===== src/pkg/hpcr_pkg.sv =====
package hpcr_pkg;
  // ----------------------------------------
  // register offsets
  // ----------------------------------------
  localparam logic [7:0] OFF_PLL_IN_DIV   = 8'h3E;
  localparam logic [7:0] OFF_RSVD_LO      = 8'h40;
  localparam logic [7:0] OFF_RSVD_HI      = 8'h41;
  localparam logic [7:0] OFF_SPI_DIV      = 8'h60;
  localparam logic [7:0] OFF_SPI_EN       = 8'h61;
  localparam logic [7:0] OFF_TW_DIV       = 8'h62;
  localparam logic [7:0] OFF_TW_EN        = 8'h63;
  localparam logic [7:0] OFF_PAGE_LO      = 8'h80;
  localparam logic [7:0] OFF_PAGE_HI      = 8'h81;
  localparam logic [7:0] OFF_ADDR_MASK    = 8'h82;
  localparam logic [7:0] OFF_OWNERSHIP    = 8'h84;
  localparam logic [7:0] OFF_RD_SETUP     = 8'h85;
  localparam logic [7:0] OFF_DBG_RESET    = 8'h8A;
  localparam logic [7:0] OFF_AUTO_INC     = 8'hA6;
  localparam logic [7:0] OFF_RW_ADDR0     = 8'hA8;
  localparam logic [7:0] OFF_RW_ADDR3     = 8'hAB;
  localparam logic [7:0] OFF_DATA_LO      = 8'hAC;
  localparam logic [7:0] OFF_DATA_HI      = 8'hAD;
  localparam logic [7:0] OFF_ASYNC_FIRST  = 8'h20;
  localparam logic [7:0] OFF_ASYNC_LAST   = 8'h3F;
  // ----------------------------------------
  // field positions and reset values
  // ----------------------------------------
  localparam int         BIT_PLL_DIV_EN   = 0;
  localparam int         BIT_PIN_STATUS   = 4;
  localparam int         BIT_SRC_SEL      = 2;
  localparam int         BIT_CLK_EN       = 0;
  localparam int         BIT_DBG_PINS     = 1;
  localparam int         BIT_SOFT_RESET   = 0;
  localparam logic [7:0] RST_ZERO         = 8'h00;
  localparam logic [7:0] RST_RD_SETUP     = 8'h04;
  localparam logic [7:0] MASK_DIV4        = 8'h0F;
  localparam logic [7:0] MASK_PLL         = 8'h07;
  localparam logic [7:0] MASK_EN          = 8'h05;
  localparam logic [7:0] MASK_MASK5       = 8'h1F;
  localparam logic [7:0] MASK_SETUP       = 8'h07;
  localparam logic [7:0] MASK_DBG         = 8'h03;
  localparam logic [7:0] MASK_BIT0        = 8'h01;
  localparam logic [15:0] INDIRECT_ASYNC_PAGE = 16'h3800;
endpackage


===== src/pkg/hpcr_div_if.sv =====
`timescale 1ns/100ps
`default_nettype none
interface hpcr_div_if;
  logic [3:0] ratio;
  logic       run;
  logic       tick;
  modport ctrl (output ratio, output run, input tick);
  modport div  (input ratio, input run, output tick);
endinterface
`default_nettype wire


===== src/design/hpcr_clk_div.sv =====
`timescale 1ns/100ps
`default_nettype none
// ----------------------------------------
// divide-by-(ratio+1) enable generator
// ----------------------------------------
module hpcr_clk_div (
  // clock and reset
  input  wire logic ref_clk,
  input  wire logic rst_n,
  // control
  hpcr_div_if.div   dv
);
  logic [3:0] cnt_reg;
  logic [3:0] cnt_next;
  logic       tick_reg;
  logic       tick_next;

  always_comb begin
    cnt_next  = cnt_reg;
    tick_next = 1'b0;
    if (!dv.run) begin
      cnt_next = 4'h0;
    end else if (cnt_reg >= dv.ratio) begin
      cnt_next  = 4'h0;
      tick_next = 1'b1;
    end else begin
      cnt_next = cnt_reg + 4'h1;
    end
  end

  always_ff @(posedge ref_clk or negedge rst_n) begin
    if (!rst_n) begin
      cnt_reg  <= 4'h0;
      tick_reg <= 1'b0;
    end else begin
      cnt_reg  <= cnt_next;
      tick_reg <= tick_next;
    end
  end

  assign dv.tick = tick_reg;
endmodule
`default_nettype wire


===== src/design/hpcr_regs.sv =====
`timescale 1ns/100ps
`default_nettype none
//
// Contract
// RULE1: software clears enable before changing ratio
// RULE2: enable zero passes input clock undivided
// RULE3: software never writes reserved 40h, 41h
// RULE4: serial clock divides system clock by field+1
// RULE5: software keeps serial clock above host clock
// RULE6: serial source select, pin forces input clock
// RULE7: serial enable gates only divided source
// RULE8: two-wire clock divides by field+1
// RULE9: software keeps two-wire clock above limits
// RULE10: two-wire pin forces input clock one
// RULE11: page bytes supply high address bits
// RULE12: mask bits form address bits 20-16
// RULE13: ownership governs only async range writes
// RULE14: ownership zero blocks direct host writes
// RULE15: ownership one blocks internal bus writes
// RULE16: read setup cycles field, default four
// RULE17: debug bit reassigns second panel pins; code does so only while host_is_direct16_not_handheld is high
// RULE18: auto increment advances address after access
// RULE19: data port accesses address register location
// RULE20: soft reset sequence done by software
module hpcr_regs (
  // clock and reset
  input  wire logic        ref_clk,
  input  wire logic        arst_n,
  // host register port
  input  wire logic        host_wr,
  input  wire logic        host_rd,
  input  wire logic [7:0]  host_addr,
  input  wire logic [7:0]  host_wdata,
  output logic      [7:0]  host_rdata,
  // internal bus write port to async range
  input  wire logic        internal_bus_wr,
  input  wire logic [7:0]  internal_bus_addr,
  input  wire logic [7:0]  internal_bus_wdata,
  // pins
  input  wire logic        periph_clock_select_pin,
  input  wire logic        two_wire_clock_select_pin,
  input  wire logic        periph_clock_enable_pin,
  input  wire logic        two_wire_clock_enable_pin,
  input  wire logic        input_clock_one_tick,
  input  wire logic        host_is_direct16_not_handheld,
  // clock and control outputs
  output logic             first_pll_div_en,
  output logic      [1:0]  first_pll_div_sel,
  output logic             periph_clk_tick,
  output logic             two_wire_clk_tick,
  output logic      [31:0] direct_addr_high,
  output logic      [4:0]  upper_addr_mask_field,
  output logic             async_host_owner,
  output logic      [2:0]  read_setup_cycles,
  output logic             debug_pins_sel,
  output logic             soft_reset,
  output logic      [31:0] indirect_addr,
  output logic             indirect_wr,
  output logic             indirect_rd,
  output logic      [15:0] indirect_wdata,
  output logic      [7:0]  async_wr_addr,
  output logic      [7:0]  async_wr_data,
  output logic             async_wr
);
  import hpcr_pkg::*;

  // ----------------------------------------
  // reset release
  // ----------------------------------------
  logic rst_s1;
  logic rst_n;
  always_ff @(posedge ref_clk or negedge arst_n) begin
    if (!arst_n) begin
      rst_s1 <= 1'b0;
      rst_n  <= 1'b0;
    end else begin
      rst_s1 <= 1'b1;
      rst_n  <= rst_s1;
    end
  end

  // ----------------------------------------
  // register state
  // ----------------------------------------
  logic [7:0]  pll_reg, pll_next;
  logic [7:0]  spi_div_reg, spi_div_next;
  logic [7:0]  spi_en_reg, spi_en_next;
  logic [7:0]  tw_div_reg, tw_div_next;
  logic [7:0]  tw_en_reg, tw_en_next;
  logic [7:0]  page_lo_reg, page_lo_next;
  logic [7:0]  page_hi_reg, page_hi_next;
  logic [7:0]  mask_reg, mask_next;
  logic [7:0]  own_reg, own_next;
  logic [7:0]  setup_reg, setup_next;
  logic [7:0]  dbg_reg, dbg_next;
  logic [7:0]  inc_reg, inc_next;
  logic [31:0] addr_reg, addr_next;
  logic [15:0] wdat_reg, wdat_next;
  logic [7:0]  rdata_reg, rdata_next;
  logic        iwr_reg, iwr_next;
  logic        ird_reg, ird_next;
  logic [7:0]  aw_addr_reg, aw_addr_next;
  logic [7:0]  aw_data_reg, aw_data_next;
  logic        aw_reg, aw_next;

  function automatic logic in_async(input logic [7:0] a);
    in_async = (a >= OFF_ASYNC_FIRST) && (a <= OFF_ASYNC_LAST);
  endfunction

  // data port address step, two bytes per access when enabled
  function automatic logic [31:0] step_addr(input logic [31:0] a, input logic on);
    step_addr = on ? a + 32'h0000_0002 : a;
  endfunction

  logic host_async_ok;
  logic bus_async_ok;
  assign host_async_ok = own_reg[0];                        // see RULE14
  assign bus_async_ok  = !own_reg[0];                       // see RULE15

  always_comb begin
    pll_next     = pll_reg;
    spi_div_next = spi_div_reg;
    spi_en_next  = spi_en_reg;
    tw_div_next  = tw_div_reg;
    tw_en_next   = tw_en_reg;
    page_lo_next = page_lo_reg;
    page_hi_next = page_hi_reg;
    mask_next    = mask_reg;
    own_next     = own_reg;
    setup_next   = setup_reg;
    dbg_next     = dbg_reg;
    inc_next     = inc_reg;
    addr_next    = addr_reg;
    wdat_next    = wdat_reg;
    rdata_next   = rdata_reg;
    iwr_next     = 1'b0;
    ird_next     = 1'b0;
    aw_addr_next = aw_addr_reg;
    aw_data_next = aw_data_reg;
    aw_next      = 1'b0;
    // internal bus writes to the async range
    if (internal_bus_wr && in_async(internal_bus_addr) && bus_async_ok) begin // see RULE15
      aw_next      = 1'b1;
      aw_addr_next = internal_bus_addr;
      aw_data_next = internal_bus_wdata;
      if (internal_bus_addr == OFF_PLL_IN_DIV) begin
        pll_next = internal_bus_wdata & MASK_PLL;
      end
    end
    if (host_wr) begin
      if (in_async(host_addr)) begin
        if (host_async_ok) begin                            // see RULE13
          aw_next      = 1'b1;
          aw_addr_next = host_addr;
          aw_data_next = host_wdata;
          if (host_addr == OFF_PLL_IN_DIV) begin
            pll_next = host_wdata & MASK_PLL;               // see RULE1
          end
        end
      end else begin
        unique case (host_addr)
          OFF_SPI_DIV:   spi_div_next = host_wdata & MASK_DIV4;
          OFF_SPI_EN:    spi_en_next  = host_wdata & MASK_EN;
          OFF_TW_DIV:    tw_div_next  = host_wdata & MASK_DIV4;
          OFF_TW_EN:     tw_en_next   = host_wdata & MASK_EN;
          OFF_PAGE_LO:   page_lo_next = host_wdata;
          OFF_PAGE_HI:   page_hi_next = host_wdata;
          OFF_ADDR_MASK: mask_next    = host_wdata & MASK_MASK5;
          OFF_OWNERSHIP: own_next     = host_wdata & MASK_BIT0;
          OFF_RD_SETUP:  setup_next   = host_wdata & MASK_SETUP;
          OFF_DBG_RESET: dbg_next     = host_wdata & MASK_DBG;
          OFF_AUTO_INC:  inc_next     = host_wdata & MASK_BIT0;
          8'hA8:         addr_next[7:0]   = host_wdata;
          8'hA9:         addr_next[15:8]  = host_wdata;
          8'hAA:         addr_next[23:16] = host_wdata;
          OFF_RW_ADDR3:  addr_next[31:24] = host_wdata;
          OFF_DATA_LO:   wdat_next[7:0]   = host_wdata;
          OFF_DATA_HI: begin
            wdat_next[15:8] = host_wdata;
            iwr_next        = 1'b1;                         // see RULE19
            addr_next       = step_addr(addr_reg, inc_reg[0]); // see RULE18
          end
          default: ;
        endcase
      end
    end else if (host_rd) begin
      unique case (host_addr)
        OFF_PLL_IN_DIV: rdata_next = pll_reg;
        OFF_SPI_DIV:    rdata_next = spi_div_reg;
        OFF_SPI_EN:     rdata_next = spi_en_reg | {3'h0, periph_clock_enable_pin, 4'h0};
        OFF_TW_DIV:     rdata_next = tw_div_reg;
        OFF_TW_EN:      rdata_next = tw_en_reg | {3'h0, two_wire_clock_enable_pin, 4'h0};
        OFF_PAGE_LO:    rdata_next = page_lo_reg;
        OFF_PAGE_HI:    rdata_next = page_hi_reg;
        OFF_ADDR_MASK:  rdata_next = mask_reg;
        OFF_OWNERSHIP:  rdata_next = own_reg;
        OFF_RD_SETUP:   rdata_next = setup_reg;
        OFF_DBG_RESET:  rdata_next = dbg_reg;
        OFF_AUTO_INC:   rdata_next = inc_reg;
        8'hA8:          rdata_next = addr_reg[7:0];
        8'hA9:          rdata_next = addr_reg[15:8];
        8'hAA:          rdata_next = addr_reg[23:16];
        OFF_RW_ADDR3:   rdata_next = addr_reg[31:24];
        OFF_DATA_LO: begin
          rdata_next = 8'h00;
          ird_next   = 1'b1;                                // see RULE19
          addr_next  = step_addr(addr_reg, inc_reg[0]);     // see RULE18
        end
        default:        rdata_next = 8'h00;
      endcase
    end
  end

  always_ff @(posedge ref_clk or negedge rst_n) begin
    if (!rst_n) begin
      pll_reg     <= RST_ZERO;
      spi_div_reg <= RST_ZERO;
      spi_en_reg  <= RST_ZERO;
      tw_div_reg  <= RST_ZERO;
      tw_en_reg   <= RST_ZERO;
      page_lo_reg <= RST_ZERO;
      page_hi_reg <= RST_ZERO;
      mask_reg    <= RST_ZERO;
      own_reg     <= RST_ZERO;
      setup_reg   <= RST_RD_SETUP;                          // see RULE16
      dbg_reg     <= RST_ZERO;
      inc_reg     <= RST_ZERO;
      addr_reg    <= 32'h0000_0000;
      wdat_reg    <= 16'h0000;
      rdata_reg   <= RST_ZERO;
      iwr_reg     <= 1'b0;
      ird_reg     <= 1'b0;
      aw_addr_reg <= RST_ZERO;
      aw_data_reg <= RST_ZERO;
      aw_reg      <= 1'b0;
    end else begin
      pll_reg     <= pll_next;
      spi_div_reg <= spi_div_next;
      spi_en_reg  <= spi_en_next;
      tw_div_reg  <= tw_div_next;
      tw_en_reg   <= tw_en_next;
      page_lo_reg <= page_lo_next;
      page_hi_reg <= page_hi_next;
      mask_reg    <= mask_next;
      own_reg     <= own_next;
      setup_reg   <= setup_next;
      dbg_reg     <= dbg_next;
      inc_reg     <= inc_next;
      addr_reg    <= addr_next;
      wdat_reg    <= wdat_next;
      rdata_reg   <= rdata_next;
      iwr_reg     <= iwr_next;
      ird_reg     <= ird_next;
      aw_addr_reg <= aw_addr_next;
      aw_data_reg <= aw_data_next;
      aw_reg      <= aw_next;
    end
  end

  // ----------------------------------------
  // serial clock generators
  // ----------------------------------------
  hpcr_div_if spi_dv ();
  hpcr_div_if tw_dv ();
  assign spi_dv.ratio = spi_div_reg[3:0];                   // see RULE4
  assign spi_dv.run   = spi_en_reg[BIT_CLK_EN];             // see RULE7
  assign tw_dv.ratio  = tw_div_reg[3:0];                    // see RULE8
  assign tw_dv.run    = tw_en_reg[BIT_CLK_EN];

  hpcr_clk_div u_spi_div (
    .ref_clk (ref_clk),
    .rst_n   (rst_n),
    .dv      (spi_dv)
  );
  hpcr_clk_div u_tw_div (
    .ref_clk (ref_clk),
    .rst_n   (rst_n),
    .dv      (tw_dv)
  );

  logic spi_use_in1;
  logic tw_use_in1;
  logic spi_tick_reg;
  logic tw_tick_reg;
  logic spi_tick_next;
  logic tw_tick_next;
  always_comb begin
    spi_use_in1   = periph_clock_select_pin | spi_en_reg[BIT_SRC_SEL];  // see RULE6
    tw_use_in1    = two_wire_clock_select_pin | tw_en_reg[BIT_SRC_SEL]; // see RULE10
    spi_tick_next = spi_use_in1 ? input_clock_one_tick : spi_dv.tick;
    tw_tick_next  = tw_use_in1 ? input_clock_one_tick : tw_dv.tick;
  end
  always_ff @(posedge ref_clk or negedge rst_n) begin
    if (!rst_n) begin
      spi_tick_reg <= 1'b0;
      tw_tick_reg  <= 1'b0;
    end else begin
      spi_tick_reg <= spi_tick_next;
      tw_tick_reg  <= tw_tick_next;
    end
  end

  // ----------------------------------------
  // outputs
  // ----------------------------------------
  assign host_rdata            = rdata_reg;
  assign first_pll_div_en      = pll_reg[BIT_PLL_DIV_EN];   // see RULE2
  assign first_pll_div_sel     = pll_reg[2:1];
  assign periph_clk_tick       = spi_tick_reg;
  assign two_wire_clk_tick     = tw_tick_reg;
  assign direct_addr_high      = {page_hi_reg, page_lo_reg, 16'h0000}; // see RULE11
  assign upper_addr_mask_field = mask_reg[4:0];             // see RULE12
  assign async_host_owner      = own_reg[0];
  assign read_setup_cycles     = setup_reg[2:0];            // see RULE16
  assign debug_pins_sel        = dbg_reg[BIT_DBG_PINS] & host_is_direct16_not_handheld; // see RULE17
  assign soft_reset            = dbg_reg[BIT_SOFT_RESET];
  assign indirect_addr         = addr_reg;
  assign indirect_wr           = iwr_reg;
  assign indirect_rd           = ird_reg;
  assign indirect_wdata        = wdat_reg;
  assign async_wr_addr         = aw_addr_reg;
  assign async_wr_data         = aw_data_reg;
  assign async_wr              = aw_reg;
endmodule
`default_nettype wire


===== config.mk =====
export PLATFORM = sky130hd
export DESIGN_NAME = hpcr_regs
export DESIGN_NICKNAME = d
export VERILOG_FILES = /design/src/pkg/hpcr_pkg.sv /design/src/pkg/hpcr_div_if.sv /design/src/design/hpcr_clk_div.sv /design/src/design/hpcr_regs.sv
export SDC_FILE = /design/constraint.sdc
export NUM_CORES = 1
export LEC_CHECK = 0
export ABC_AREA = 0
export BUFFER_PORTS_ARGS = -buffer_cell sky130_fd_sc_hd__buf_2
export CORE_MARGIN = 2
export CORE_UTILIZATION = 30
export DETAILED_ROUTE_END_ITERATION = 7
export SYNTH_ARGS = -nofsm -noshare
export SYNTH_HDL_FRONTEND = slang
export SYNTH_HIERARCHICAL = 1
export SYNTH_SLANG_ARGS = --single-unit
export TNS_END_PERCENT = 10

===== constraint.sdc =====
create_clock -name ref_clk -period 4.9 [get_ports ref_clk]
set_input_delay 0.49 -clock ref_clk [delete_from_list [all_inputs] [get_ports ref_clk]]
set_output_delay 0.49 -clock ref_clk [all_outputs]
set_load 0.005 [all_outputs]

Word level (Yosys, flattened, before mapping). Index checks and enable logic that the tools add are counted.

Add/sub/neg operators: 3. Magnitude comparators: 6. Equal/unequal tests: 24. Multiplexer cells: 44. Bitwise logic cells: 7. Reduce and logical (&&, ||, !) cells: 25.

Operator list (count): two-way mux 32 bit (5); case mux 8 bit (16 select lines) (1); two-way mux 8 bit (14); equality test 8 bit (second input constant) (13); case mux 8 bit (2 select lines) (4); AND reduction 3 bit (13); adder 32 x 2 -> 32 bit (second input constant) (1); equality test 8 x 7 -> 1 bit (second input constant) (4); equality test 8 x 6 -> 1 bit (second input constant) (2); greater-or-equal comparator 8 x 6 -> 1 bit (second input constant) (2); <= comparator 8 x 6 -> 1 bit (second input constant) (2); two-way mux 1 bit (16); two-way mux 4 bit (4); AND reduction 4 bit (4); != test 3 x 1 -> 1 bit (second input constant) (4); bitwise OR 3 x 5 -> 5 bit (2); adder 4 x 1 -> 4 bit (second input constant) (2); greater-or-equal comparator 4 bit (2); logical AND 1 bit (4); nonzero test 2 bit (2); != test 2 bit (second input constant) (1); NOT 1 bit (2); bitwise OR 1 bit (2); AND reduction 2 bit (1); other kinds (2) (2).

Bits in registers: 137. Input bits: 43. Output and inout port bits: 123. Logic and storage cells: 141.

Logic depth before layout (Yosys ltp). Gate-level depths: netlist of the first run.

Word-level depth: 9. Mapped depth: 9. Mapped depth without buffers: 6.

Modules after synthesis. Netlist of the first run, hierarchy kept.

By module, submodules not included: hpcr_regs (times used 1, cells an instance 667, area each 6900.4 um^2, seq. area each 3179.3 um^2); hpcr_clk_div (times used 2, cells an instance 28, area each 304.0 um^2, seq. area each 125.1 um^2).

Worst setup path before layout of the first run. Ideal clock, no wire load.

Path kind: input to register. Start point: input port host_addr[4]. End point: register page_lo_reg[4]. Library setup time: 0.128 ns. Arrival time: 1.867 ns. Data required time: 4.772 ns. Path slack: 2.905 ns. Stages: 5. Path buffers: 1. Cell sequence: or4b_4 > nor3_4 > and3_1 > buf_4 > mux2_1.

Cells in the longest elaborated chain, start to end: 4. Elaborated cells between the ends (all ways): 6. Classes of those cells: order compare (2); eq/ne (1); bitwise (1); reduce/logical (2).

RTL lines: from (decl) (line hpcr_regs.sv:32) `input wire logic [7:0] host_addr,`; greater-or-equal comparator 8 x 6 -> 1 bit or <= comparator 8 x 6 -> 1 bit (tied branches) (line hpcr_regs.sv:107) `in_async = (a >= OFF_ASYNC_FIRST) && (a <= OFF_ASYNC_LAST);`; logical AND 1 bit (line hpcr_regs.sv:107); NOT 1 bit (no line); AND reduction 3 bit (no line) (*); to (signal assigned) (line hpcr_regs.sv:242) `page_lo_reg <= page_lo_next;`; to (decl) (line hpcr_regs.sv:90) `logic [7:0] page_lo_reg, page_lo_next;`.

Every way passes the cells marked *; elsewhere a longest branch is shown, timed or not. A chain may end at the register's enable or synchronous reset.

Final worst setup path of the first run.
Start point: input port host_addr[1]. End point: register addr_reg[20] (netlist: indirect_addr[20]).

Cells in the longest elaborated chain, start to end: 4. Elaborated cells between the ends (all ways): 13. Classes of those cells: order compare (2); eq/ne (5); mux (3); reduce/logical (3).

RTL lines: greater-or-equal comparator 8 x 6 -> 1 bit, or another cell as far along (line hpcr_regs.sv:107); logical AND 1 bit or case mux 8 bit (2 select lines) (tied branches) (line hpcr_regs.sv:107, hpcr_regs.sv:161); != test 2 bit (no line) or two-way mux 32 bit (tied branches); AND reduction 4 bit (no line) or two-way mux 32 bit (tied branches); to (signal assigned) (line hpcr_regs.sv:249) `addr_reg <= addr_next;`; to (decl) (line hpcr_regs.sv:97) `logic [31:0] addr_reg, addr_next;`.

Several ways; a longest one is shown, not always the timed one. The select of a mux whose other input is x is not followed.

==> qor.txt, run 1 <==
========================================================================================================
Run status ................................................................................    completed
Std cell rows .............................................................................           57
H-tree levels .............................................................................            4
Avg Vias per Cell .........................................................................         5.37
Initial core utilization ..................................................................        0.307
TritonCTS Buffers .........................................................................           17
Number of antenna repair diodes ...........................................................            0
Final weighted congestion in routability-driven placement .................................        0.872
Post-CTS resize count .....................................................................            0
Area growth syn-to-layout .................................................................        19.8%
Drt first pass iters ......................................................................            5
Via count of the first global-routing pass ................................................         6043
Total leakage power .......................................................................      4.07 nW
Clock sink count ..........................................................................          137
Insertion delay to the later sink of the worst-skew pair ..................................      0.43 ns
Worst hold start .......................................................................... input_clock_one_tick
Final setup TNS ...........................................................................         0 ns
Number of synthesized flops with an enable pin ............................................            0
Wire length per cell ......................................................................      20.7 um
Ratio of cells with drive above 1 in the final layout .....................................        0.326
Slew at the pin closest to its max-slew limit .............................................      1.08 ns
Worst supply voltage drop on vdd ..........................................................     0.283 mV
Yosys warning total .......................................................................            6
Synth Flop Type ........................................................................... sky130_fd_sc_hd__dfrtp_1
Iter 0 DRT Violations .....................................................................          643
Setup violations, final ...................................................................            0
Syn avg cell area .........................................................................    10.4 um^2
Die Y-Extent ..............................................................................       162 um
Final Skew ................................................................................    0.0144 ns
Post-synthesis cell count .................................................................          723
Part of the Yosys area used for sequential elements .......................................        0.457
Maximum count of clock buffers along a single path ........................................            2
Crit Reg-Reg Startpoint ................................................................... indirect_addr[1]
Number of antenna violations at the first check in global routing .........................            0
Synth unique cells ........................................................................           77
Final clock period utilization by the worst path ..........................................        0.613
Die outline area ..........................................................................  0.0263 mm^2
Endpoint of the worst-slack reg-to-reg timing path ........................................ indirect_addr[29]
Biggest fanout along the worst timing path ................................................           32
Number of buffers added on ports ..........................................................          149
Setup repair after global routing missed its margin .......................................        false
Post-CTS clock slew at the launch and capture registers of the worst setup and hold paths .      0.06 ns
Nets ......................................................................................          907
Cell Chain, Critical Path ................................................................. buf_2 -> nand2b_1 -> o31a_1 -> a21oi_1 -> a21boi_0 -> a2bb2oi_1
Time the worst path needs with I/O delays and setup .......................................      3.00 ns
Clock tree from TritonCTS .................................................................        built
Core ar. ..................................................................................  0.0245 mm^2
Number of routed nets with antenna violations .............................................            0
Non-filler instance count after layout ....................................................         1190
Max-cap check violation count .............................................................            0
Critical path start-end classification .................................................... primary input to register
Detailed-placement wirelength estimate ....................................................      17.9 mm
Highest-delay cell along the critical path ................................................ sky130_fd_sc_hd__o31a_1
Crit-path leading delay family ............................................................ compound AO/OA/AOI/OAI gates
Category of the worst setup path capture point ............................................     register
Peak clock frequency supported by timing ..................................................    0.333 GHz
Root Driver ............................................................................... sky130_fd_sc_hd__clkbuf_16
Tightest Hold Check Type .................................................................. primary input to register
Worst Hold Endpoint ....................................................................... periph_clk_tick
Crit path largest cell delay ..............................................................      0.80 ns
Final-report max-slew violation count .....................................................            0
Synthesized flop and latch total ..........................................................          137
DRC violations left .......................................................................            0
Final Hold Fails ..........................................................................            0
FFs w/ async S/R, synth ...................................................................         1.00
CP Data Required Time .....................................................................      5.16 ns
Cell area power density ...................................................................  338 mW/mm^2
Cells on worst reg2reg path ...............................................................            6
Flip-flop count of the largest register, all copies and words added .......................           32
Worst max-slew margin expressed relative to the limit .....................................        0.281
Placed instance count .....................................................................         1157
Number of instances on the worst hold path ................................................            2
Arrival time of data at the critical path endpoint ........................................      3.27 ns
Global-route wire length before repair ....................................................      37.2 mm
Cell Area, Synth .......................................................................... 0.00751 mm^2
Type of element launching the critical path ............................................... primary input
Gr ovfl total .............................................................................            0
Maximum number of pins on one net before global-route repair ..............................           48
Vias after detailed routing ...............................................................         6394
Number of primary I/O pins ................................................................          166
Count of buffering cells on the critical path with inverters included .....................            1
GRT Total Usage ...........................................................................        0.188
Horiz. Die Dim ............................................................................       162 um
R2R setup slack ...........................................................................      2.43 ns
Wirelength, routed ........................................................................      24.6 mm
========================================================================================================
==> layout by cell type (no fill, tap or decap), types with 6 or more instances in the layout <==
| cell | count |
|---|---|
| sky130_fd_sc_hd__nor2_1 | 54 |
| sky130_fd_sc_hd__o21ai_0 | 33 |
| sky130_fd_sc_hd__nor2_2 | 7 |
| sky130_fd_sc_hd__buf_2 | 149 |
| sky130_fd_sc_hd__clkbuf_16 | 17 |
| sky130_fd_sc_hd__inv_1 | 15 |
| sky130_fd_sc_hd__a22oi_1 | 7 |
| sky130_fd_sc_hd__o22ai_1 | 14 |
| sky130_fd_sc_hd__nor3_1 | 13 |
| sky130_fd_sc_hd__nand2_1 | 48 |
| sky130_fd_sc_hd__conb_1 | 17 |
| sky130_fd_sc_hd__and3_1 | 12 |
| sky130_fd_sc_hd__a31oi_1 | 12 |
| sky130_fd_sc_hd__nand3_1 | 18 |
| sky130_fd_sc_hd__dfrtp_1 | 135 |
| sky130_fd_sc_hd__a21oi_1 | 42 |
| sky130_fd_sc_hd__and2_1 | 12 |
| sky130_fd_sc_hd__mux2i_1 | 27 |
| sky130_fd_sc_hd__and4_1 | 6 |
| sky130_fd_sc_hd__buf_4 | 8 |
| sky130_fd_sc_hd__a2bb2oi_1 | 13 |
| sky130_fd_sc_hd__nand4_1 | 15 |
| sky130_fd_sc_hd__mux2_1 | 8 |
| sky130_fd_sc_hd__mux2_2 | 55 |
| sky130_fd_sc_hd__ha_1 | 11 |
==> area by class of cell <==
| type | count | area [um^2] |
|---|---|---|
| clock buffers | 18 | 439 |
| clock inverters | 14 | 124 |
| repair buffers | 158 | 816 |
| inverters | 15 | 56.3 |
| well taps | 324 | 405 |
| fillers | 2476 | 15500 |
| multi-input cells | 524 | 3720 |
| flip-flops and latches | 137 | 3430 |
==> where the power goes <==
| part | leakage [nW] | switching (mW) | internal (mW) |
|---|---|---|---|
| logic | 2.04 | 0.237 | 0.195 |
| clock network | 0.268 | 0.525 | 0.712 |
| registers | 1.77 | 0.143 | 1.23 |
==> synth_stat cells (3+ instances only) <==
cell type	number	area [um^2]
sky130_fd_sc_hd__dfrtp_1	136	3400
sky130_fd_sc_hd__mux2_2	55	619
sky130_fd_sc_hd__nor2_1	55	206
sky130_fd_sc_hd__nand2_1	48	180
sky130_fd_sc_hd__a21oi_1	42	210
sky130_fd_sc_hd__o21ai_0	33	165
sky130_fd_sc_hd__mux2i_1	27	270
sky130_fd_sc_hd__buf_4	23	173
sky130_fd_sc_hd__buf_2	21	105
sky130_fd_sc_hd__nand3_1	18	90.1
sky130_fd_sc_hd__inv_1	15	56.3
sky130_fd_sc_hd__nand4_1	15	93.8
sky130_fd_sc_hd__clkbuf_1	14	52.6
sky130_fd_sc_hd__o22ai_1	14	87.6
sky130_fd_sc_hd__a2bb2oi_1	13	114
sky130_fd_sc_hd__nor3_1	13	65.1
sky130_fd_sc_hd__a31oi_1	12	75.1
sky130_fd_sc_hd__and2_1	12	75.1
sky130_fd_sc_hd__and3_1	12	75.1
sky130_fd_sc_hd__ha_1	11	138
sky130_fd_sc_hd__mux2_1	8	90.1
sky130_fd_sc_hd__a22oi_1	7	52.6
sky130_fd_sc_hd__and4_1	6	52.6
sky130_fd_sc_hd__nor2_2	6	37.5
sky130_fd_sc_hd__nor2b_1	5	31.3
sky130_fd_sc_hd__o22a_1	5	43.8
sky130_fd_sc_hd__a22o_1	4	35.0
sky130_fd_sc_hd__nand2b_1	4	25.0
sky130_fd_sc_hd__o211ai_2	4	50.1
sky130_fd_sc_hd__o32ai_1	4	35.0
sky130_fd_sc_hd__a221oi_1	3	26.3
sky130_fd_sc_hd__a31o_2	3	26.3
sky130_fd_sc_hd__mux4_2	3	67.6
sky130_fd_sc_hd__nor4_1	3	18.8
sky130_fd_sc_hd__nor4bb_1	3	30.0
sky130_fd_sc_hd__o21a_1	3	22.5
sky130_fd_sc_hd__o31a_1	3	26.3
sky130_fd_sc_hd__o31ai_1	3	22.5
==> worst register-to-register path, delay by kind of cell (launching register included) <==
family,cells,cell delay (ns)
AND/OR/NAND/NOR,3,1.35
AO/OA/AOI/OAI,2,0.32
flip-flops,1,0.46
adder cells (fa/ha/maj),1,0.22
==> timing repair <==
action                                 4_1_cts  5_1_grt
hold buffers                                 1        0
endpoints found under the hold margin        2        0
setup buffers                                0        0
==> metal layers <==
layer | GRT usage | up-vias | share of wire
met5 | 0 | - | 0
met4 | 0.0459 | 0 | 0.012
met3 | 0.0544 | 23 | 0.096
met2 | 0.289 | 310 | 0.45
met1 | 0.261 | 3139 | 0.44
li1 | - | 2922 | -
==> worst max path at each step <==
stage / from / endpoint / slack, ns / cells after the start
2_1_floorplan: rst_n / async_wr / 0.80 / 0
3_3_place_gp: host_addr[0] / indirect_addr[16] / 1.63 / 6
3_5_place_dp: host_addr[1] / indirect_addr[20] / 1.56 / 6
4_1_cts: host_addr[0] / indirect_addr[16] / 2.02 / 6
5_1_grt: host_addr[0] / indirect_addr[2] / 1.78 / 6
6_report: host_addr[1] / indirect_addr[20] / 1.90 / 6
==> cells by family (layout without fill, tap and decap cells) <==
| family | count (synthesis) | in the layout | synth area share |
|---|---|---|---|
| multiplexers | 93 | 93 | 0.139 |
| AO/OA/AOI/OAI | 174 | 174 | 0.157 |
| adder cells (fa/ha/maj) | 11 | 11 | 0.0183 |
| AND/OR/NAND/NOR | 225 | 225 | 0.167 |
| flip-flops | 137 | 137 | 0.457 |
| buffers and inverters | 77 | 205 | 0.0555 |
| XOR/XNOR | 4 | 4 | 0.00467 |
| other | 2 | 17 | 0.00100 |
==> metrics by stage <==
step           utilization  setup slack, ns  cell area (um^2)  hold WS, ns  total power, mW
2_1_floorplan            -            0.802              7560        0.194             1.60
3_3_place_gp         0.344             1.63              8420        0.278             1.82
3_5_place_dp         0.344             1.56              8420        0.280             1.83
4_1_cts              0.368             2.02              8990        0.300             3.07
5_1_grt              0.368             1.78              8990        0.301             3.19
6_report             0.368             1.90              8990        0.310             3.04
(Power assumes the default switching activity.)
==> inputs of run 2 (changes only) <==
==> constraint.sdc (replaced) <==
create_clock -name ref_clk -period 2.45 [get_ports ref_clk]
set_input_delay 0.245 -clock ref_clk [delete_from_list [all_inputs] [get_ports ref_clk]]
set_output_delay 0.245 -clock ref_clk [all_outputs]
set_load 0.005 [all_outputs]
==> qor.txt, run 2 (synthesis gave the netlist of run 1 again) <==
========================================================================================================
Part of the power in the clock network ....................................................        0.413
Final weighted congestion in routability-driven placement .................................        0.912
Max-cap check violation count .............................................................            0
Crit path largest cell delay ..............................................................      0.47 ns
Clock sink count ..........................................................................          137
Time the worst path needs with I/O delays and setup .......................................      2.14 ns
Tightest Hold Check Type .................................................................. primary input to register
Detailed-placement wirelength estimate ....................................................      18.2 mm
GRT Total Usage ...........................................................................        0.193
Switching part of the total power .........................................................        0.292
Maximum number of pins on one net before global-route repair ..............................          136
Final Hold Fails ..........................................................................            0
Type of element launching the critical path ...............................................     register
Final clock period utilization by the worst path ..........................................        0.873
Final setup TNS ...........................................................................         0 ns
Post-CTS Setup Repair Bufs ................................................................            0
Initial core utilization ..................................................................        0.307
Maximum count of clock buffers along a single path ........................................            2
Run status ................................................................................    completed
Number of primary I/O pins ................................................................          166
Critical path start-end classification .................................................... register to register
Most common library cell in the layout ignoring fill and taps ............................. sky130_fd_sc_hd__buf_2
Relative contribution of combinational cells to total power ...............................        0.151
Most used cells in the layout excluding fill and tap cells ................................ 149 x sky130_fd_sc_hd__buf_2, 135 x sky130_fd_sc_hd__dfrtp_1, 55 x sky130_fd_sc_hd__mux2_2
Insertion delay to the later sink of the worst-skew pair ..................................      0.43 ns
Iter 0 DRT Violations .....................................................................          724
Peak clock frequency supported by timing ..................................................    0.467 GHz
Horiz. Die Dim ............................................................................       162 um
Final Skew ................................................................................   0.00948 ns
Wirelength, routed ........................................................................      25.2 mm
Root Driver ............................................................................... sky130_fd_sc_hd__clkbuf_16
Register share of total power .............................................................        0.436
Post-CTS resize count .....................................................................            0
Flip-flop count of the largest register, all copies and words added .......................           32
Worst max-slew margin expressed relative to the limit .....................................        0.470
Highest-delay cell along the critical path ................................................ sky130_fd_sc_hd__dfrtp_1
Std cell rows .............................................................................           57
TritonCTS Buffers .........................................................................           17
Final-report max-slew violation count .....................................................            0
Avg Vias per Cell .........................................................................         5.40
Via count of the first global-routing pass ................................................         6376
Cell Chain, Critical Path ................................................................. ha_1 -> and4_1 -> nand4_1 -> nor3_1 -> buf_4 -> a31o_2 -> o211ai_1
Worst supply voltage drop on vdd ..........................................................     0.393 mV
Area growth syn-to-layout .................................................................        22.9%
Setup violations, final ...................................................................            0
Post-CTS clock slew at the launch and capture registers of the worst setup and hold paths .      0.06 ns
Net switching power of the design .........................................................      1.82 mW
Clock tree from TritonCTS .................................................................        built
Setup WS pre-CTS ..........................................................................     0.190 ns
Number of antenna violations at the first check in global routing .........................            2
Wire length per cell ......................................................................      20.7 um
Setup repair after global routing missed its margin .......................................        false
Summed area of non-filler cells in the final layout ....................................... 0.00923 mm^2
Core ar. ..................................................................................  0.0245 mm^2
DRC violations left .......................................................................            0
Die outline area ..........................................................................  0.0263 mm^2
Number of hold-repair buffers added at the cts stage ......................................            1
Cell area power density ...................................................................  675 mW/mm^2
Die Y-Extent ..............................................................................       162 um
H-tree levels .............................................................................            4
Internal Power ............................................................................      4.41 mW
Total leakage power .......................................................................      4.22 nW
Biggest fanout along the worst timing path ................................................            8
CP Data Required Time .....................................................................      2.73 ns
Global-route wire length before repair ....................................................      38.6 mm
Arrival time of data at the critical path endpoint ........................................      2.42 ns
Number of buffers added on ports ..........................................................          149
Drt first pass iters ......................................................................            6
Gr ovfl total .............................................................................            0
Placed Area ............................................................................... 0.00863 mm^2
Category of the worst setup path capture point ............................................     register
Vias after detailed routing ...............................................................         6558
Nets ......................................................................................          930
Number of routed nets with antenna violations .............................................            0
Ratio of cells with drive above 1 in the final layout .....................................        0.342
Worst setup slack after layout ............................................................     0.311 ns
Slew at the pin closest to its max-slew limit .............................................     0.795 ns
========================================================================================================
## run 2: changes by cell type in the layout (fill, tap and decap cells not counted), sizes merged
cell	delta
clkinvlp	-1
buf	+23
diode	+2
clkinv	-2
bufinv	+1
inv	+1
## run 2: final cells by class
cell class                 instances  area [um^2]
multi-input combinational        524         3720
antenna                            2         5.00
tap                              324          405
clock inverter                    13          145
sequential                       137         3430
timing repair buffer             181         1030
inverter                          15         56.3
clock buffer                      18          439
fill                            2425        15200
## run 2: routing by layer
| layer | up-vias | global-route usage | wire [um] |
|---|---|---|---|
| met2 | 319 | 0.288 | 11200 |
| met3 | 45 | 0.0493 | 2380 |
| met1 | 3225 | 0.269 | 10900 |
| met5 | - | 0 | 0 |
| met4 | 0 | 0.0732 | 684 |
| li1 | 2969 | - | - |
## run 2: worst max-delay path, delay by kind of cell, from the launching register on
kind | cells | cell delay, ns
and+or+nand+nor | 3 | 0.90
adders and majority gates | 1 | 0.22
buffers and inverters | 1 | 0.18
AOI/OAI and AO/OA | 2 | 0.23
DFF | 1 | 0.47
## run 2: metrics by stage
| stage | power (mW) | hold WS [ns] | util | std cells |
|---|---|---|---|---|
| 2_1_floorplan | 3.20 | -0.0506 | - | 738 |
| 3_3_place_gp | 3.68 | 0.0296 | 0.353 | 1180 |
| 3_5_place_dp | 3.69 | 0.0307 | 0.353 | 1180 |
| 4_1_cts | 6.29 | 0.0475 | 0.377 | 1212 |
| 5_1_grt | 6.52 | 0.0633 | 0.377 | 1214 |
| 6_report | 6.23 | 0.0637 | 0.377 | 1214 |
## run 2: path summary, 6_finish.rpt
path	start	endpoint	slack, ns	cells after the start
worst max-delay path	indirect_addr[1]	indirect_addr[29]	0.31	7
worst min-delay path	input_clock_one_tick	periph_clk_tick	0.06	2
worst max register to register	indirect_addr[1]	indirect_addr[29]	0.31	7
worst min register to register	rst_s1	rst_n	0.35	0
max in group asynchronous	rst_n	spi_div_reg[2]	1.41	1
min in group asynchronous	arst_n	rst_n	0.12	2
## run 2: power groups by stage
stage / Sequential (mW) / Combinational, mW / Clock (mW)
3_5_place_dp: 2.75 / 0.941 / 0
5_1_grt: 2.74 / 1.04 / 2.74
6_report: 2.72 / 0.939 / 2.58
3_3_place_gp: 2.75 / 0.928 / 0
2_1_floorplan: 2.71 / 0.485 / 0
4_1_cts: 2.71 / 0.943 / 2.63
==> inputs of run 3 (changes only) <==
--- a/config.mk
+++ b/config.mk
@@ -6,10 +6,12 @@
 export NUM_CORES = 1
 export LEC_CHECK = 0
 export ABC_AREA = 0
-export BUFFER_PORTS_ARGS = -buffer_cell sky130_fd_sc_hd__buf_2
+export BUFFER_PORTS_ARGS = -buffer_cell sky130_fd_sc_hd__clkbuf_2
 export CORE_MARGIN = 2
-export CORE_UTILIZATION = 30
+export CORE_UTILIZATION = 50
 export DETAILED_ROUTE_END_ITERATION = 7
+export PLACE_DENSITY = 0.77
+export RECOVER_POWER = 50
 export SYNTH_ARGS = -nofsm -noshare
 export SYNTH_HDL_FRONTEND = slang
 export SYNTH_HIERARCHICAL = 1
==> qor.txt, run 3 (synthesis gave the netlist of run 1 again) <==
========================================================================================================
Category of the worst setup path capture point ............................................     register
Post-CTS clock slew at the launch and capture registers of the worst setup and hold paths .      0.06 ns
DRC violations left .......................................................................            0
Insertion delay to the later sink of the worst-skew pair ..................................      0.43 ns
Time the worst path needs with I/O delays and setup .......................................      2.15 ns
Avg Vias per Cell .........................................................................         6.16
Cell area power density ...................................................................  714 mW/mm^2
Number of primary I/O pins ................................................................          166
Run status ................................................................................ finished, violations left
Drt first pass iters ......................................................................            5
R2R setup slack ...........................................................................      0.30 ns
Slew at the pin closest to its max-slew limit .............................................      1.57 ns
Number of antenna violations at the first check in global routing .........................            0
Wire length per cell ......................................................................      21.3 um
Core ar. ..................................................................................  0.0146 mm^2
Number of antenna repair diodes ...........................................................            0
Peak clock frequency supported by timing ..................................................    0.466 GHz
Std cell rows .............................................................................           44
Most common library cell in the layout ignoring fill and taps ............................. sky130_fd_sc_hd__dfrtp_1
Biggest fanout along the worst timing path ................................................            8
H-tree levels .............................................................................            4
Most used cells in the layout excluding fill and tap cells ................................ 136 x sky130_fd_sc_hd__dfrtp_1, 121 x sky130_fd_sc_hd__clkbuf_2, 55 x sky130_fd_sc_hd__mux2_2
Setup violations, final ...................................................................            0
Detailed-placement wirelength estimate ....................................................      16.2 mm
Setup repair after global routing missed its margin .......................................        false
Wirelength, routed ........................................................................      22.8 mm
Vias after detailed routing ...............................................................         6606
Number of routed nets with antenna violations .............................................            0
Number of buffers added on ports ..........................................................          149
Type of element launching the critical path ...............................................     register
Clock sink count ..........................................................................          137
Placed instance count .....................................................................         1040
Gr ovfl total .............................................................................            0
Die outline area ..........................................................................  0.0160 mm^2
Max-cap check violation count .............................................................            1
Non-filler instance count after layout ....................................................         1073
Final setup TNS ...........................................................................         0 ns
Total leakage power .......................................................................      4.13 nW
Final Skew ................................................................................   0.00603 ns
GRT Total Usage ...........................................................................        0.288
Horiz. Die Dim ............................................................................       127 um
Iter 0 DRT Violations .....................................................................          699
Global-route wire length before repair ....................................................      35.8 mm
Final Hold Fails ..........................................................................            0
Tightest Hold Check Type .................................................................. primary input to register
Root Driver ............................................................................... sky130_fd_sc_hd__clkbuf_16
Clock tree from TritonCTS .................................................................        built
Endpoint of the worst-slack reg-to-reg timing path ........................................ indirect_addr[29]
Worst hold start .......................................................................... input_clock_one_tick
Final weighted congestion in routability-driven placement .................................        0.977
Maximum number of pins on one net before global-route repair ..............................           66
Nets ......................................................................................          930
Critical path start-end classification .................................................... register to register
Crit Reg-Reg Startpoint ................................................................... indirect_addr[1]
Via count of the first global-routing pass ................................................         6430
Post-CTS Setup Repair Bufs ................................................................            0
Ratio of cells with drive above 1 in the final layout .....................................        0.312
Worst max-slew margin expressed relative to the limit .....................................      -0.0452
Final clock period utilization by the worst path ..........................................        0.876
Number of instances on the worst hold path ................................................            2
Initial core utilization ..................................................................        0.515
Maximum count of clock buffers along a single path ........................................            2
Violated checks ........................................................................... capacitance limit, slew limit
Final-report max-slew violation count .....................................................           36
Flip-flop count of the largest register, all copies and words added .......................           32
Worst supply voltage drop on vdd ..........................................................     0.503 mV
Worst Hold Endpoint ....................................................................... two_wire_clk_tick
Area growth syn-to-layout .................................................................        20.8%
TritonCTS Buffers .........................................................................           17
Arrival time of data at the critical path endpoint ........................................      2.43 ns
CP Data Required Time .....................................................................      2.74 ns
Die Y-Extent ..............................................................................       127 um
Cells on worst reg2reg path ...............................................................            6
Fill count ................................................................................         1186
========================================================================================================
[run 3: cell count changes in the layout (fill, tap and decap cells not counted), sizes merged]
cell | before | now
buf | 180 | 31
bufinv | 2 | 4
clkbuf | 18 | 169
clkinv | 5 | 3
clkinvlp | 3 | 1
diode | 2 | 0
inv | 18 | 19
[run 3: how the worst max path moves through the flow]
| stage | slack [ns] | depth (start not counted) | to | startpoint |
|---|---|---|---|---|
| after floorplan | 0.17 | 0 | async_wr | rst_n |
| after global placement | 0.24 | 6 | indirect_addr[29] | indirect_addr[1] |
| after detailed placement | 0.20 | 6 | indirect_addr[29] | indirect_addr[1] |
| after CTS | 0.19 | 6 | indirect_addr[29] | indirect_addr[1] |
| after global routing | 0.17 | 6 | indirect_addr[27] | indirect_addr[1] |
| final | 0.30 | 6 | indirect_addr[29] | indirect_addr[1] |
[run 3: layer usage]
metal | track usage | part of all wire
met5 | 0 | 0
met4 | 0.0937 | 0.024
met3 | 0.0801 | 0.11
met2 | 0.433 | 0.44
met1 | 0.407 | 0.42
[run 3: where the power goes]
group	switching, mW	leakage [nW]	internal (mW)	total [mW]
Combinational	0.501	2.04	0.404	0.905
Sequential	0.265	1.77	2.46	2.73
Clock	1.05	0.318	1.80	2.85
[run 3: worst max-delay path: stages (launching register included)]
cell and delay (ns):
sky130_fd_sc_hd__dfrtp_1 0.48, sky130_fd_sc_hd__ha_1 0.23, sky130_fd_sc_hd__and4_1 0.42, sky130_fd_sc_hd__nand4_1 0.25
sky130_fd_sc_hd__nor3_2 0.33, sky130_fd_sc_hd__a31o_2 0.21, sky130_fd_sc_hd__o211ai_1 0.09
[run 3: cell type report]
type                    instances  area, um^2  share of cell area
repair buffers                181         978               0.108
clock buffers                  20         467              0.0514
inverters                      15        56.3             0.00621
well taps                     184         230              0.0254
clock inverters                12         185              0.0204
multi-input cells             524        3730               0.411
flip-flops and latches        137        3430               0.378
[run 3: per-stage QoR]
| stage | power (mW) | worst slack [ns] | utilization | hold slack [ns] | cell area [um^2] |
|---|---|---|---|---|---|
| after floorplan | 3.20 | 0.174 | - | -0.0506 | 7570 |
| after global placement | 3.64 | 0.244 | 0.579 | 0.0324 | 8440 |
| after detailed placement | 3.66 | 0.203 | 0.579 | 0.0330 | 8440 |
| after CTS | 6.50 | 0.188 | 0.624 | 0.0612 | 9110 |
| after global routing | 6.70 | 0.166 | 0.622 | 0.0702 | 9070 |
| final | 6.48 | 0.305 | 0.622 | 0.0749 | 9070 |
[run 3: what timing repair did]
item,4_1_cts,5_1_grt
endpoints found under the setup margin,0,2
hold buffers,1,0
gates resized for setup,0,1
hold endpoints to repair,2,0
